File: src/pci_pkg.sv
// Package of constants and types for the pre-driver configuration instruction unit
package pci_pkg;
    localparam int PCI_NUM_UC = 4;
    localparam int PCI_NUM_HS = 5;
    localparam int PCI_NUM_LS = 7;
    localparam int PCI_NUM_OUT = 12;
    localparam int PCI_NUM_SCT = 3;
    localparam int PCI_NUM_CUR = 4;
    localparam int PCI_THR_W = 3;
    // Register addresses
    localparam logic [9:0] PCI_ADR_OUT_GRANT_A = 10'h184;
    localparam logic [9:0] PCI_ADR_OUT_GRANT_B = 10'h185;
    localparam logic [9:0] PCI_ADR_OUT_GRANT_C = 10'h186;
    localparam logic [9:0] PCI_ADR_OUT_GRANT_D = 10'h187;
    localparam logic [9:0] PCI_ADR_CUR_GRANT_1 = 10'h188;
    localparam logic [9:0] PCI_ADR_CUR_GRANT_2 = 10'h189;
    localparam logic [9:0] PCI_ADR_HS_VDS_THR = 10'h18A;
    localparam logic [9:0] PCI_ADR_HS_SRC_THR = 10'h18B;
    localparam logic [9:0] PCI_ADR_LS_VDS_THR_1 = 10'h18C;
    localparam logic [9:0] PCI_ADR_LS_VDS_THR_2 = 10'h18D;
    localparam logic [9:0] PCI_ADR_HS_SLEW = 10'h18E;
    localparam logic [9:0] PCI_ADR_LS_SLEW = 10'h18F;
    localparam logic [9:0] PCI_ADR_BOOST_LOW = 10'h1A1;
    localparam logic [9:0] PCI_ADR_BOOST_HIGH = 10'h1A2;
    localparam logic [15:0] PCI_REG_RESET = 16'h0000;
    // Output index: 0..4 high side 1..5, 5..11 low side 1..7
    localparam logic [3:0] PCI_OUT_LS7 = 4'hB;
    localparam logic [3:0] PCI_SCT_NONE = 4'hF;
    localparam logic [1:0] PCI_CUR_FOUR = 2'h3;
    typedef enum logic [3:0] {
        PCI_OP_NOP,
        PCI_OP_DFSCT,
        PCI_OP_STO,
        PCI_OP_STOS,
        PCI_OP_STSLEW,
        PCI_OP_STEOA,
        PCI_OP_BIAS,
        PCI_OP_STDCCTL,
        PCI_OP_CHTH,
        PCI_OP_SLFBK,
        PCI_OP_STFW,
        PCI_OP_DFCSCT,
        PCI_OP_STGN,
        PCI_OP_STOC
    } pci_op_t;
    typedef enum logic {
        PCI_DCDC_OFF,
        PCI_DCDC_ON
    } pci_dcdc_t;
endpackage : pci_pkg

File: src/pci_grant_decode.sv
// Decodes per-microcore output and current feedback grants from grant registers
`timescale 1ns/1ps
module pci_grant_decode
    import pci_pkg::*;
(
    input wire logic [1:0] uc_sel,
    input wire logic [15:0] out_grant_a,
    input wire logic [15:0] out_grant_b,
    input wire logic [15:0] out_grant_c,
    input wire logic [15:0] out_grant_d,
    input wire logic [15:0] cur_grant_1,
    input wire logic [15:0] cur_grant_2,
    output logic [PCI_NUM_OUT-1:0] out_allow,
    output logic [PCI_NUM_CUR-1:0] cur_allow
);
    // One output grant word per microcore; current grants four bits each
    always_comb begin
        case (uc_sel)
            2'h0: out_allow = out_grant_a[PCI_NUM_OUT-1:0];
            2'h1: out_allow = out_grant_b[PCI_NUM_OUT-1:0];
            2'h2: out_allow = out_grant_c[PCI_NUM_OUT-1:0];
            default: out_allow = out_grant_d[PCI_NUM_OUT-1:0];
        endcase
        case (uc_sel)
            2'h0: cur_allow = cur_grant_1[3:0];
            2'h1: cur_allow = cur_grant_1[11:8];
            2'h2: cur_allow = cur_grant_2[3:0];
            default: cur_allow = cur_grant_2[11:8];
        endcase
    end
endmodule : pci_grant_decode

File: src/pci_config_unit.sv
// Pre-driver and current block configuration instruction unit
`timescale 1ns/1ps
module pci_config_unit
    import pci_pkg::*;
#(
    parameter int NUM_UC = PCI_NUM_UC
) (
    input wire logic core_clk,
    input wire logic srst,
    input wire logic clk_en,
    input wire logic instr_valid,
    input wire logic [1:0] instr_uc,
    input wire logic [3:0] instr_op,
    input wire logic [15:0] instr_arg,
    input wire logic reg_wr,
    input wire logic reg_rd,
    input wire logic [9:0] reg_addr,
    input wire logic [15:0] reg_wdata,
    input wire logic [PCI_NUM_CUR-1:0] current_feedback_raw,
    input wire logic dcdc_current_high,
    input wire logic dcdc_current_low,
    input wire logic [PCI_NUM_HS-1:0] hs_vds_cmp_raw,
    input wire logic [PCI_NUM_HS-1:0] hs_src_cmp_raw,
    input wire logic [PCI_NUM_LS-2:0] ls_vds_cmp_raw,
    output logic [15:0] reg_rdata,
    output logic instr_done,
    output logic [PCI_NUM_HS-1:0] hs_command,
    output logic [PCI_NUM_LS-1:0] ls_command,
    output logic [PCI_NUM_HS-1:0] hs_slew_max,
    output logic [15:0] hs_slew_rate,
    output logic [15:0] ls_slew_rate,
    output logic eoa_mode,
    output logic [PCI_NUM_HS-1:0] high_pullup_source,
    output logic [PCI_NUM_LS-2:0] low_pulldown_source,
    output logic dcdc_auto,
    output logic [1:0] drain_ref_boost,
    output logic auto_freewheel,
    output logic [PCI_NUM_HS-1:0] freewheel_partner,
    output logic [PCI_NUM_HS*PCI_THR_W-1:0] hs_vds_thr,
    output logic [PCI_NUM_HS*PCI_THR_W-1:0] hs_src_thr,
    output logic [(PCI_NUM_LS-1)*PCI_THR_W-1:0] ls_vds_thr,
    output logic [PCI_NUM_HS-1:0] hs_vds_fault,
    output logic [PCI_NUM_HS-1:0] hs_src_fault,
    output logic [PCI_NUM_LS-2:0] ls_vds_fault,
    output logic [2*PCI_NUM_CUR-1:0] amp_gain,
    output logic [PCI_NUM_CUR-1:0] offset_comp_en,
    output logic [NUM_UC*PCI_NUM_CUR-1:0] uc_current_feedback,
    output logic [NUM_UC*PCI_NUM_SCT*2-1:0] uc_current_shortcut
);
    initial begin
        if (NUM_UC != PCI_NUM_UC) begin
            $error("pci_config_unit: NUM_UC must be 4");
        end
    end

    typedef struct packed {
        logic [15:0] grant_a;
        logic [15:0] grant_b;
        logic [15:0] grant_c;
        logic [15:0] grant_d;
        logic [15:0] cgrant_1;
        logic [15:0] cgrant_2;
        logic [15:0] hs_vds;
        logic [15:0] hs_src;
        logic [15:0] ls_vds_1;
        logic [15:0] ls_vds_2;
        logic [15:0] hs_slew;
        logic [15:0] ls_slew;
        logic [15:0] boost_low;
        logic [15:0] boost_high;
        logic [15:0] rdata;
        logic done;
        logic [PCI_NUM_OUT-1:0] cmd;
        logic [PCI_NUM_OUT-1:0] slew_max;
        logic eoa;
        logic [PCI_NUM_OUT-1:0] bias;
        pci_dcdc_t dcdc;
        logic dcdc_on;
        logic [1:0] dref;
        logic afw;
        logic [2*PCI_NUM_CUR-1:0] gain;
        logic [PCI_NUM_CUR-1:0] ocomp;
        logic [PCI_NUM_UC*PCI_NUM_SCT*4-1:0] osct;
        logic [PCI_NUM_UC*PCI_NUM_SCT*2-1:0] csct;
        logic [PCI_NUM_UC*PCI_NUM_CUR-1:0] cfb;
        logic [PCI_NUM_OUT-1:0] fault;
        logic [PCI_NUM_HS-1:0] sfault;
        logic [PCI_NUM_HS-1:0] fwp;
    } pci_state_t;

    pci_state_t s_q;
    pci_state_t s_d;
    logic [PCI_NUM_OUT-1:0] out_allow;
    logic [PCI_NUM_UC*PCI_NUM_CUR-1:0] cur_allow_all;
    logic [PCI_NUM_OUT-1:0] sct_mask;
    logic [PCI_NUM_OUT-1:0] hit;
    logic [3:0] sct_idx;

    pci_grant_decode u_dec (
        .uc_sel(instr_uc),
        .out_grant_a(s_q.grant_a),
        .out_grant_b(s_q.grant_b),
        .out_grant_c(s_q.grant_c),
        .out_grant_d(s_q.grant_d),
        .cur_grant_1(s_q.cgrant_1),
        .cur_grant_2(s_q.cgrant_2),
        .out_allow(out_allow),
        .cur_allow()
    );

    // Current grants laid out as four bits per microcore
    assign cur_allow_all = {s_q.cgrant_2[11:8], s_q.cgrant_2[3:0],
                            s_q.cgrant_1[11:8], s_q.cgrant_1[3:0]};

    // Shortcut mask of the issuing microcore only
    always_comb begin
        sct_mask = '0;
        sct_idx = 4'h0;
        for (int k = 0; k < PCI_NUM_SCT; k++) begin
            sct_idx = s_q.osct[(int'(instr_uc)*PCI_NUM_SCT+k)*4 +: 4];
            if (sct_idx < 4'(PCI_NUM_OUT)) begin
                sct_mask[sct_idx] = 1'b1;
            end
        end
    end

    always_comb begin
        s_d = s_q;
        hit = '0;
        s_d.done = 1'b0;
        if (reg_wr) begin
            if (reg_addr == PCI_ADR_OUT_GRANT_A) begin
                s_d.grant_a = reg_wdata;
            end else if (reg_addr == PCI_ADR_OUT_GRANT_B) begin
                s_d.grant_b = reg_wdata;
            end else if (reg_addr == PCI_ADR_OUT_GRANT_C) begin
                s_d.grant_c = reg_wdata;
            end else if (reg_addr == PCI_ADR_OUT_GRANT_D) begin
                s_d.grant_d = reg_wdata;
            end else if (reg_addr == PCI_ADR_CUR_GRANT_1) begin
                s_d.cgrant_1 = reg_wdata;
            end else if (reg_addr == PCI_ADR_CUR_GRANT_2) begin
                s_d.cgrant_2 = reg_wdata;
            end else if (reg_addr == PCI_ADR_HS_VDS_THR) begin
                s_d.hs_vds = reg_wdata;
            end else if (reg_addr == PCI_ADR_HS_SRC_THR) begin
                s_d.hs_src = reg_wdata;
            end else if (reg_addr == PCI_ADR_LS_VDS_THR_1) begin
                s_d.ls_vds_1 = reg_wdata;
            end else if (reg_addr == PCI_ADR_LS_VDS_THR_2) begin
                s_d.ls_vds_2 = reg_wdata;
            end else if (reg_addr == PCI_ADR_HS_SLEW) begin
                s_d.hs_slew = reg_wdata;
            end else if (reg_addr == PCI_ADR_LS_SLEW) begin
                s_d.ls_slew = reg_wdata;
            end else if (reg_addr == PCI_ADR_BOOST_LOW) begin
                s_d.boost_low = reg_wdata;
            end else if (reg_addr == PCI_ADR_BOOST_HIGH) begin
                s_d.boost_high = reg_wdata;
            end
        end
        if (instr_valid) begin
            s_d.done = 1'b1;
            case (pci_op_t'(instr_op))
                PCI_OP_DFSCT: begin
                    s_d.osct[int'(instr_uc)*PCI_NUM_SCT*4 +: 12] = instr_arg[11:0];
                end
                PCI_OP_STO: begin
                    if (instr_arg[3:0] < 4'(PCI_NUM_OUT)) begin
                        hit[instr_arg[3:0]] = 1'b1;
                    end
                    hit = hit & out_allow;
                    s_d.cmd = (s_q.cmd & ~hit) | (hit & {PCI_NUM_OUT{instr_arg[4]}});
                end
                PCI_OP_STOS: begin
                    hit = sct_mask & out_allow;
                    s_d.cmd = (s_q.cmd & ~hit) | (hit & {PCI_NUM_OUT{instr_arg[4]}});
                end
                PCI_OP_STSLEW: begin
                    s_d.slew_max = {PCI_NUM_OUT{instr_arg[0]}};
                end
                PCI_OP_STEOA: begin
                    s_d.eoa = instr_arg[0];
                end
                PCI_OP_BIAS: begin
                    hit = instr_arg[PCI_NUM_OUT-1:0] & out_allow;
                    hit[PCI_OUT_LS7] = 1'b0;
                    s_d.bias = (s_q.bias & ~hit) | (hit & {PCI_NUM_OUT{instr_arg[15]}});
                end
                PCI_OP_STDCCTL: begin
                    s_d.dcdc = instr_arg[0] ? PCI_DCDC_ON : PCI_DCDC_OFF;
                end
                PCI_OP_CHTH: begin
                    if (instr_arg[9:8] == 2'h0) begin
                        s_d.hs_vds[int'(instr_arg[7:5])*PCI_THR_W +: PCI_THR_W] = instr_arg[2:0];
                    end else if (instr_arg[9:8] == 2'h1) begin
                        s_d.hs_src[int'(instr_arg[7:5])*PCI_THR_W +: PCI_THR_W] = instr_arg[2:0];
                    end else if (instr_arg[9:8] == 2'h2) begin
                        s_d.ls_vds_1[int'(instr_arg[7:5])*PCI_THR_W +: PCI_THR_W] = instr_arg[2:0];
                    end else begin
                        s_d.ls_vds_2[int'(instr_arg[7:5])*PCI_THR_W +: PCI_THR_W] = instr_arg[2:0];
                    end
                end
                PCI_OP_SLFBK: begin
                    s_d.dref = instr_arg[1:0];
                end
                PCI_OP_STFW: begin
                    s_d.afw = instr_arg[0];
                end
                PCI_OP_DFCSCT: begin
                    s_d.csct[int'(instr_uc)*PCI_NUM_SCT*2 +: 6] = instr_arg[5:0];
                end
                PCI_OP_STGN: begin
                    s_d.gain = instr_arg[7:0];
                end
                PCI_OP_STOC: begin
                    s_d.ocomp = instr_arg[3:0];
                end
                default: begin
                    s_d.done = 1'b0;
                end
            endcase
        end
        // Hysteretic regulation of low side seven from current block four
        s_d.dcdc_on = s_q.dcdc_on;
        if (s_q.dcdc == PCI_DCDC_ON) begin
            if (dcdc_current_high) begin
                s_d.dcdc_on = 1'b0;
            end else if (dcdc_current_low) begin
                s_d.dcdc_on = 1'b1;
            end
            s_d.cmd[PCI_OUT_LS7] = s_d.dcdc_on;
        end else begin
            s_d.dcdc_on = 1'b0;
        end
        // Commanded partner of each high side, in order HS1..HS5: LS5, LS6, LS7, HS5, LS4
        s_d.fwp = s_d.afw ? {s_d.cmd[8], s_d.cmd[4], s_d.cmd[11], s_d.cmd[10], s_d.cmd[9]}
                          : '0;
        s_d.cfb = {NUM_UC{current_feedback_raw}} & cur_allow_all;
        s_d.fault[PCI_NUM_HS-1:0] = hs_vds_cmp_raw;
        s_d.sfault = hs_src_cmp_raw;
        s_d.fault[PCI_NUM_OUT-2:PCI_NUM_HS] = ls_vds_cmp_raw;
        s_d.fault[PCI_OUT_LS7] = 1'b0;
        s_d.rdata = 16'h0000;
        if (reg_rd) begin
            if (reg_addr == PCI_ADR_OUT_GRANT_A) begin
                s_d.rdata = s_q.grant_a;
            end else if (reg_addr == PCI_ADR_OUT_GRANT_B) begin
                s_d.rdata = s_q.grant_b;
            end else if (reg_addr == PCI_ADR_OUT_GRANT_C) begin
                s_d.rdata = s_q.grant_c;
            end else if (reg_addr == PCI_ADR_OUT_GRANT_D) begin
                s_d.rdata = s_q.grant_d;
            end else if (reg_addr == PCI_ADR_CUR_GRANT_1) begin
                s_d.rdata = s_q.cgrant_1;
            end else if (reg_addr == PCI_ADR_CUR_GRANT_2) begin
                s_d.rdata = s_q.cgrant_2;
            end else if (reg_addr == PCI_ADR_HS_VDS_THR) begin
                s_d.rdata = s_q.hs_vds;
            end else if (reg_addr == PCI_ADR_HS_SRC_THR) begin
                s_d.rdata = s_q.hs_src;
            end else if (reg_addr == PCI_ADR_LS_VDS_THR_1) begin
                s_d.rdata = s_q.ls_vds_1;
            end else if (reg_addr == PCI_ADR_LS_VDS_THR_2) begin
                s_d.rdata = s_q.ls_vds_2;
            end else if (reg_addr == PCI_ADR_HS_SLEW) begin
                s_d.rdata = s_q.hs_slew;
            end else if (reg_addr == PCI_ADR_LS_SLEW) begin
                s_d.rdata = s_q.ls_slew;
            end else if (reg_addr == PCI_ADR_BOOST_LOW) begin
                s_d.rdata = s_q.boost_low;
            end else if (reg_addr == PCI_ADR_BOOST_HIGH) begin
                s_d.rdata = s_q.boost_high;
            end
        end
    end

    always_ff @(posedge core_clk) begin
        if (srst) begin
            s_q <= '0;
            s_q.osct <= {(PCI_NUM_UC*PCI_NUM_SCT){PCI_SCT_NONE}};
        end else if (clk_en) begin
            s_q <= s_d;
        end
    end

    assign reg_rdata = s_q.rdata;
    assign instr_done = s_q.done;
    assign hs_command = s_q.cmd[PCI_NUM_HS-1:0];
    assign ls_command = s_q.cmd[PCI_NUM_OUT-1:PCI_NUM_HS];
    assign hs_slew_max = s_q.slew_max[PCI_NUM_HS-1:0];
    assign hs_slew_rate = s_q.hs_slew;
    assign ls_slew_rate = s_q.ls_slew;
    assign eoa_mode = s_q.eoa;
    assign high_pullup_source = s_q.bias[PCI_NUM_HS-1:0];
    assign low_pulldown_source = s_q.bias[PCI_NUM_OUT-2:PCI_NUM_HS];
    assign dcdc_auto = (s_q.dcdc == PCI_DCDC_ON);
    assign drain_ref_boost = s_q.dref;
    assign auto_freewheel = s_q.afw;
    assign freewheel_partner = s_q.fwp;
    assign hs_vds_thr = s_q.hs_vds[14:0];
    assign hs_src_thr = s_q.hs_src[14:0];
    assign ls_vds_thr = {s_q.ls_vds_2[8:0], s_q.ls_vds_1[8:0]};
    assign hs_vds_fault = s_q.fault[PCI_NUM_HS-1:0];
    assign hs_src_fault = s_q.sfault;
    assign ls_vds_fault = s_q.fault[PCI_NUM_OUT-2:PCI_NUM_HS];
    assign amp_gain = s_q.gain;
    assign offset_comp_en = s_q.ocomp;
    assign uc_current_feedback = s_q.cfb;
    assign uc_current_shortcut = s_q.csct;
endmodule : pci_config_unit

File: config.mk
export PLATFORM = sky130hd
export DESIGN_NAME = pci_config_unit
export DESIGN_NICKNAME = d
export VERILOG_FILES = /design/src/pci_pkg.sv /design/src/pci_grant_decode.sv /design/src/pci_config_unit.sv
export SDC_FILE = /design/constraint.sdc
export NUM_CORES = 1
export LEC_CHECK = 0
export BUFFER_PORTS_ARGS = -buffer_cell sky130_fd_sc_hd__buf_2
export CORE_ASPECT_RATIO = 2
export CORE_MARGIN = 4
export CORE_UTILIZATION = 30
export DETAILED_ROUTE_END_ITERATION = 8
export PLACE_DENSITY = 0.55
export SYNTH_ARGS = -nofsm -noshare
export SYNTH_HDL_FRONTEND = slang
export SYNTH_SLANG_ARGS = --single-unit
File: constraint.sdc
create_clock -name core_clk -period 10 [get_ports core_clk]
set_input_delay 1 -clock core_clk [delete_from_list [all_inputs] [get_ports core_clk]]
set_output_delay 1 -clock core_clk [all_outputs]
set_load 0.02 [all_outputs]
Yosys cells after proc, flatten, opt, wreduce, memory -nomap -nowiden. Cells that the tools add are included.

Latch bits: 0. Output and inout bits: 203. Bits of input ports: 76. RAM bits: 0. Logic and storage cells: 236. ROM bits: 0. Register bits after elaboration: 393. Memories: 0.

Bitwise gates (word level): 31. $lt $le $gt $ge: 12. Reductions and logical operators: 28. Add/subtract/negate cells: 5. Shift-type cells: 9. Equality and inequality tests: 31. Div/mod/pow operators: 0. Mux-type cells: 85. Multiply operators: 2.

Operator list (count): $mux W128 (7); $mux W16 (28); $mux W64 (3); $mux W48 (3); $shiftx A48 B32 Y4 (3); $eq A10 B9 Y1 const B (14); $mux W112 (1); $mux W12 (8); $mux W96 (1); $mux W85 (1); $and A12 B12 Y12 (7); $mux W80 (1); $neg A5 Y33 (2); $bwmux W16 (4); $mux W32 (2); $or A12 B12 Y12 (5); $bwmux W48 (1); $shift A12 B33 Y48 const A (1); $shiftx A12 B33 Y48 (1); $mux W39 (1); $pmux W12 S3 (1); $neg A32 Y33 (1); $reduce_and A3 Y1 (11); $shift A3 B33 Y16 const A (1); other kinds (43) (95).

Logic depth before layout (Yosys ltp).
Word-level depth: 22. Depth in mapped cells: 15.

Modules after synthesis. From an unflattened synthesis, not the netlist that was laid out.

Cell total of the unflattened synthesis: 2601. Area total of the unflattened synthesis: 21240.4 um^2.

Modules (own cells, without submodules): pci_config_unit (times used 1, cells an instance 2581, area each 20816.2 um^2, sequential area each 7847.5 um^2); pci_grant_decode (times used 1, cells an instance 20, area each 424.2 um^2, sequential area each 0.0 um^2).

Least setup slack after synthesis. Ideal clock, no wire load.

Path kind: in2reg. From: in instr_uc[0]. To: reg s_q (netlist bit freewheel_partner[2]). Buffers on the path: 5. Arrival time: 4.269 ns. Setup slack: 5.614 ns. Setup time: 0.117 ns. Stages on the path: 14. Cell sequence: buf_6 -> buf_4 -> buf_2 -> inv_1 -> ha_1 -> buf_2 -> clkbuf_1 -> mux4_2 -> nand3_1 -> o311ai_0 -> nor4_1 -> mux2_2 -> or3_1 -> a32o_1.

Word-level cells in the longest chain between the ends: 19. Elaborated cells between the ends (all ways): 47.

Ends and longest elaborated chain: start, declared (line pci_config_unit.sv:12) `input wire logic [1:0] instr_uc,`; $mul A2 B2 Y4 (line pci_config_unit.sv:120) `sct_idx = s_q.osct[(int'(instr_uc)*PCI_NUM_SCT+k)*4 +: 4];`; $add A30 B2 Y30 / $shiftx A48 B32 Y4 (equally long branches) (line pci_config_unit.sv:120); $shiftx A48 B32 Y4 (tied with other cells) (line pci_config_unit.sv:120); $lt A4 B5 Y1 (not written as such) (tied with other cells) (line pci_config_unit.sv:122) `sct_mask[sct_idx] = 1'b1;`; $logic_and A1 B1 Y1 (not written as such) / $mux W1 (equally long branches) (line pci_config_unit.sv:122); $mux W1 (not written as such) / $demux W1 S4 (equally long branches) (line pci_config_unit.sv:122); $demux W1 S4 / $mux W12 (equally long branches) (line pci_config_unit.sv:122, pci_config_unit.sv:121); $or A12 B12 Y12 (no source line); [3 not listed]; $and A12 B12 Y12 (line pci_config_unit.sv:176) `hit = sct_mask & out_allow;`; $not A12 Y12 (line pci_config_unit.sv:177) `s_d.cmd = (s_q.cmd & ~hit) | (hit & {PCI_NUM_OUT{instr_arg[4]}});`; $and A12 B12 Y12 (line pci_config_unit.sv:177); $or A12 B12 Y12 (line pci_config_unit.sv:177); $pmux W12 S2 * (line pci_config_unit.sv:164) `case (pci_op_t'(instr_op))`; $mux W39 * (line pci_config_unit.sv:162) `if (instr_valid) begin`; $mux W1 * (line pci_config_unit.sv:226) `if (s_q.dcdc == PCI_DCDC_ON) begin`; $mux W5 * (line pci_config_unit.sv:237) `s_d.fwp = s_d.afw ? {s_d.cmd[8], s_d.cmd[4], s_d.cmd[11], s_d.cmd[10], s_d.cmd[9]}`; end, declared (line pci_config_unit.sv:91) `pci_state_t s_q;`.

Mark *: on every way between the ends. The rest lies on a longest branch, timed or not. A chain may end at the register's enable or synchronous reset.

Worst setup path after layout.
From: in instr_uc[1]. To: reg s_q (netlist bit freewheel_partner[2]).

The elaborated chain is that of the path after synthesis.

==> impl_metrics.py <==
metrics = {
    "min_path": {
        "hold_end": "s_q[203]",
        "worstHoldStart": "s_q[203]",
        "hold-path-cell-count": 2,
        "hp-class": "flip-flop to flip-flop",
    },
    "sta": {
        "final_max_slew_viol_count": 0,
        "skew_ns": 0.0371,
        "worstMarginPinSlew_ns": 1.30,
        "tns_ns": 0,
        "rsz0062_at_grt": "no",
        "slew_headroom_pct": 12.7,
        "fin_hold_ws_ns": 0.455,
        "max_clock_freq_mhz": 207,
        "setup_violations": 0,
        "finalCriticalPeriod_ns": 4.82,
        "finalHoldViolCount": 0,
        "period_share_pct": 48.2,
        "fin_ws_ns": 5.18,
    },
    "logic_synthesis": {
        "synth_ff_type": "dfxtp_1",
        "synth_edf_count": 0,
        "synthSimpleGateAreaFrac_pct": 18.3,
        "yosysSeqAreaShare_pct": 36.9,
        "synthMuxAreaShare_pct": 9.50,
        "synth_cell_types": 82,
        "synth.avg_cell_area_sq_um": 7.99,
        "async_flop_share_pct": 0,
        "synth-compound-area-share_pct": 22.7,
        "synth_area_sq_um": 21300,
        "synthXorXnorAreaFrac_pct": 0.124,
        "yosys-top-cells-area": "dfxtp_1 37%, mux2i_1 7.3%, buf_4 7.2%, nand2_1 6.4%, a21oi_1 5.8%",
        "synth.most_common_cell": "dfxtp_1",
        "yosys_warnings": 0,
        "synthAdderAreaFrac_pct": 0.707,
        "yosysTopAreaCellShare_pct": 36.9,
        "synth_top_family_by_area": "compound AO/OA/AOI/OAI gates",
        "synth_seq_cells": 392,
        "syn_inst": 2660,
        "synthTopCellsByCount": "392 x dfxtp_1, 361 x nand2_1, 283 x nor2_1",
        "synth_top_cell_by_area": "dfxtp_1",
        "synthesis.nets": 2748,
    },
    "setup_path": {
        "worst-r2r-cell-count": 7,
        "critPathRequiredTime_ns": 10.48,
        "crit_path_max_fanout": 26,
        "cp.arrival_ns": 5.30,
        "rrSetupSlack_ns": 6.98,
        "path_class": "input port to flip-flop",
        "cp-start-kind": "input port",
        "r2r_end": "freewheel_partner[3]",
        "path_cells": "buf_2 > inv_1 > ha_1 > buf_4 > nor2b_1 > a222oi_1 > a21oi_1 > a31oi_1 > o31ai_1 > or3_1 > a32o_1",
        "slowest_delay_ns": 1.00,
        "end_kind": "flip-flop",
        "cp_slowest_cell": "a222oi_1",
    },
    "place": {
        "dpl_worst_slack_ns": 4.71,
        "place_inst": 3483,
        "io_buffers": 275,
        "gp_congestion": 0.935,
        "place_hpwl_um": 68500,
    },
    "clock_tree": {
        "cts_sinks": 392,
        "clkTransAtPathRegs_ns": 0.07,
        "cts-root-buf": "clkbuf_16",
        "numCtsBuffers": 40,
        "clkLatencyLatePin_ns": 0.60,
        "ctsHoldBuffers": 0,
        "htree_levels": 2,
        "tritoncts": "yes",
        "post_cts_buffers": 0,
        "cts_resized": 0,
        "cts_buffer_depth": 3,
    },
    "layout": {
        "fin_nets": 2710,
        "layout-drive-gt1-share_pct": 16.4,
        "fin_cells": 3558,
        "final_core_util_pct": 33.2,
        "areaGrowthSynthToFinish_pct": 9.36,
        "n_fill_cell": 7558,
    },
    "die": {
        "die_y_um": 384,
        "initial_core_util_pct": 30.4,
        "rows": 137,
        "ios": 279,
        "die_w_um": 196,
        "dieArea_sq_um": 75400,
        "core_sq_um": 69900,
    },
    "detailed_routing": {
        "drt_first_iter_violations": 2186,
        "postRouteAntennaNets": 0,
        "dr.pass1.iters": 6,
        "drt_wl_total_um": 93700,
        "drt-vias-per-instance": 5.70,
        "drcViolationCount": 0,
        "routedWlPerCell_um": 26.3,
        "via_count": 20300,
    },
    "power": {
        "p_leak_nw": 8.91,
        "power_per_cell_area_nw_per_um2": 154,
        "ir_drop_v": 0.000108,
    },
    "global_route": {
        "grt_pass1_vias": 19600,
        "grt_overflow_total": 0,
        "grt_pass1_wl_um": 135000,
        "grt_max_degree": 116,
        "grtUsageTotal_pct": 23.7,
        "antenna_found_initial": 3,
    },
    "run": {
        "cap_violations": 0,
    },
    "status": {
        "status": "complete, no violations",
    },
}
per-layer routing:
layer / GRT usage, % / part of all wire (%)
met1: 25.6 / 35
met2: 40.7 / 48
met3: 4.56 / 7.4
met4: 17.7 / 9.3
met5: 0 / 0.027
how the worst max path moves through the flow:
stage	from	to	slack, ns	cells past startpoint
2_1_floorplan	instr_uc[0]	freewheel_partner[2]	5.61	14
3_3_place_gp	instr_uc[1]	freewheel_partner[2]	4.76	11
3_5_place_dp	instr_uc[1]	freewheel_partner[2]	4.71	11
4_1_cts	instr_uc[1]	freewheel_partner[2]	5.30	11
5_1_grt	instr_uc[1]	freewheel_partner[1]	5.02	11
6_report	instr_uc[1]	freewheel_partner[2]	5.18	11
kinds of logic (layout without fill, tap and decap cells):
family,Yosys count,after routing
other,0,4
AO/OA/AOI/OAI,736,736
buffers and inverters,450,441
XOR/XNOR,3,3
adder cells (fa/ha/maj),12,12
AND/OR/NAND/NOR,884,884
flip-flops,392,392
multiplexers,183,183
final cells by class:
| class | instances | area, sq um | area share [%] |
|---|---|---|---|
| antenna | 4 | 10.0 | 0.0431 |
| timing repair buffer | 317 | 1700 | 7.33 |
| clock inverter | 21 | 322 | 1.38 |
| multi-input combinational | 1818 | 10900 | 47.1 |
| inverter | 53 | 199 | 0.856 |
| tap | 903 | 1130 | 4.86 |
| sequential | 392 | 7850 | 33.8 |
| clock buffer | 50 | 1090 | 4.68 |
critical path: cells and delay by family:
kind            cells  cell delay (ns)
compound gates      5             1.95
simple gates        2             0.62
buf+inv             3             0.88
fa+ha+maj           1             0.83
power by group:
| part | switching [W] | total (W) | internal, W |
|---|---|---|---|
| logic | 0.000244 | 0.000329 | 0.0000852 |
| registers | 0.00000596 | 0.00157 | 0.00157 |
| clock network | 0.000716 | 0.00168 | 0.000961 |
cells in the final DEF, fill, tap and decap left out, types with 51 or more instances in the layout:
cell type / netlist / routed
a21oi_1: 245 / 245
buf_2: 17 / 273
dfxtp_1: 392 / 392
inv_1: 51 / 51
mux2i_1: 156 / 156
nand2_1: 361 / 361
nand3_1: 70 / 70
nor2_1: 283 / 281
o21ai_0: 98 / 98
o22ai_1: 96 / 96
per-stage QoR:
step / power [W] / area [sq um]
2_1_floorplan: 0.00182 / 21300
3_3_place_gp: 0.00193 / 21800
3_5_place_dp: 0.00193 / 21800
4_1_cts: 0.00360 / 23200
5_1_grt: 0.00367 / 23200
6_report: 0.00358 / 23200
(Power assumes the default switching activity.)
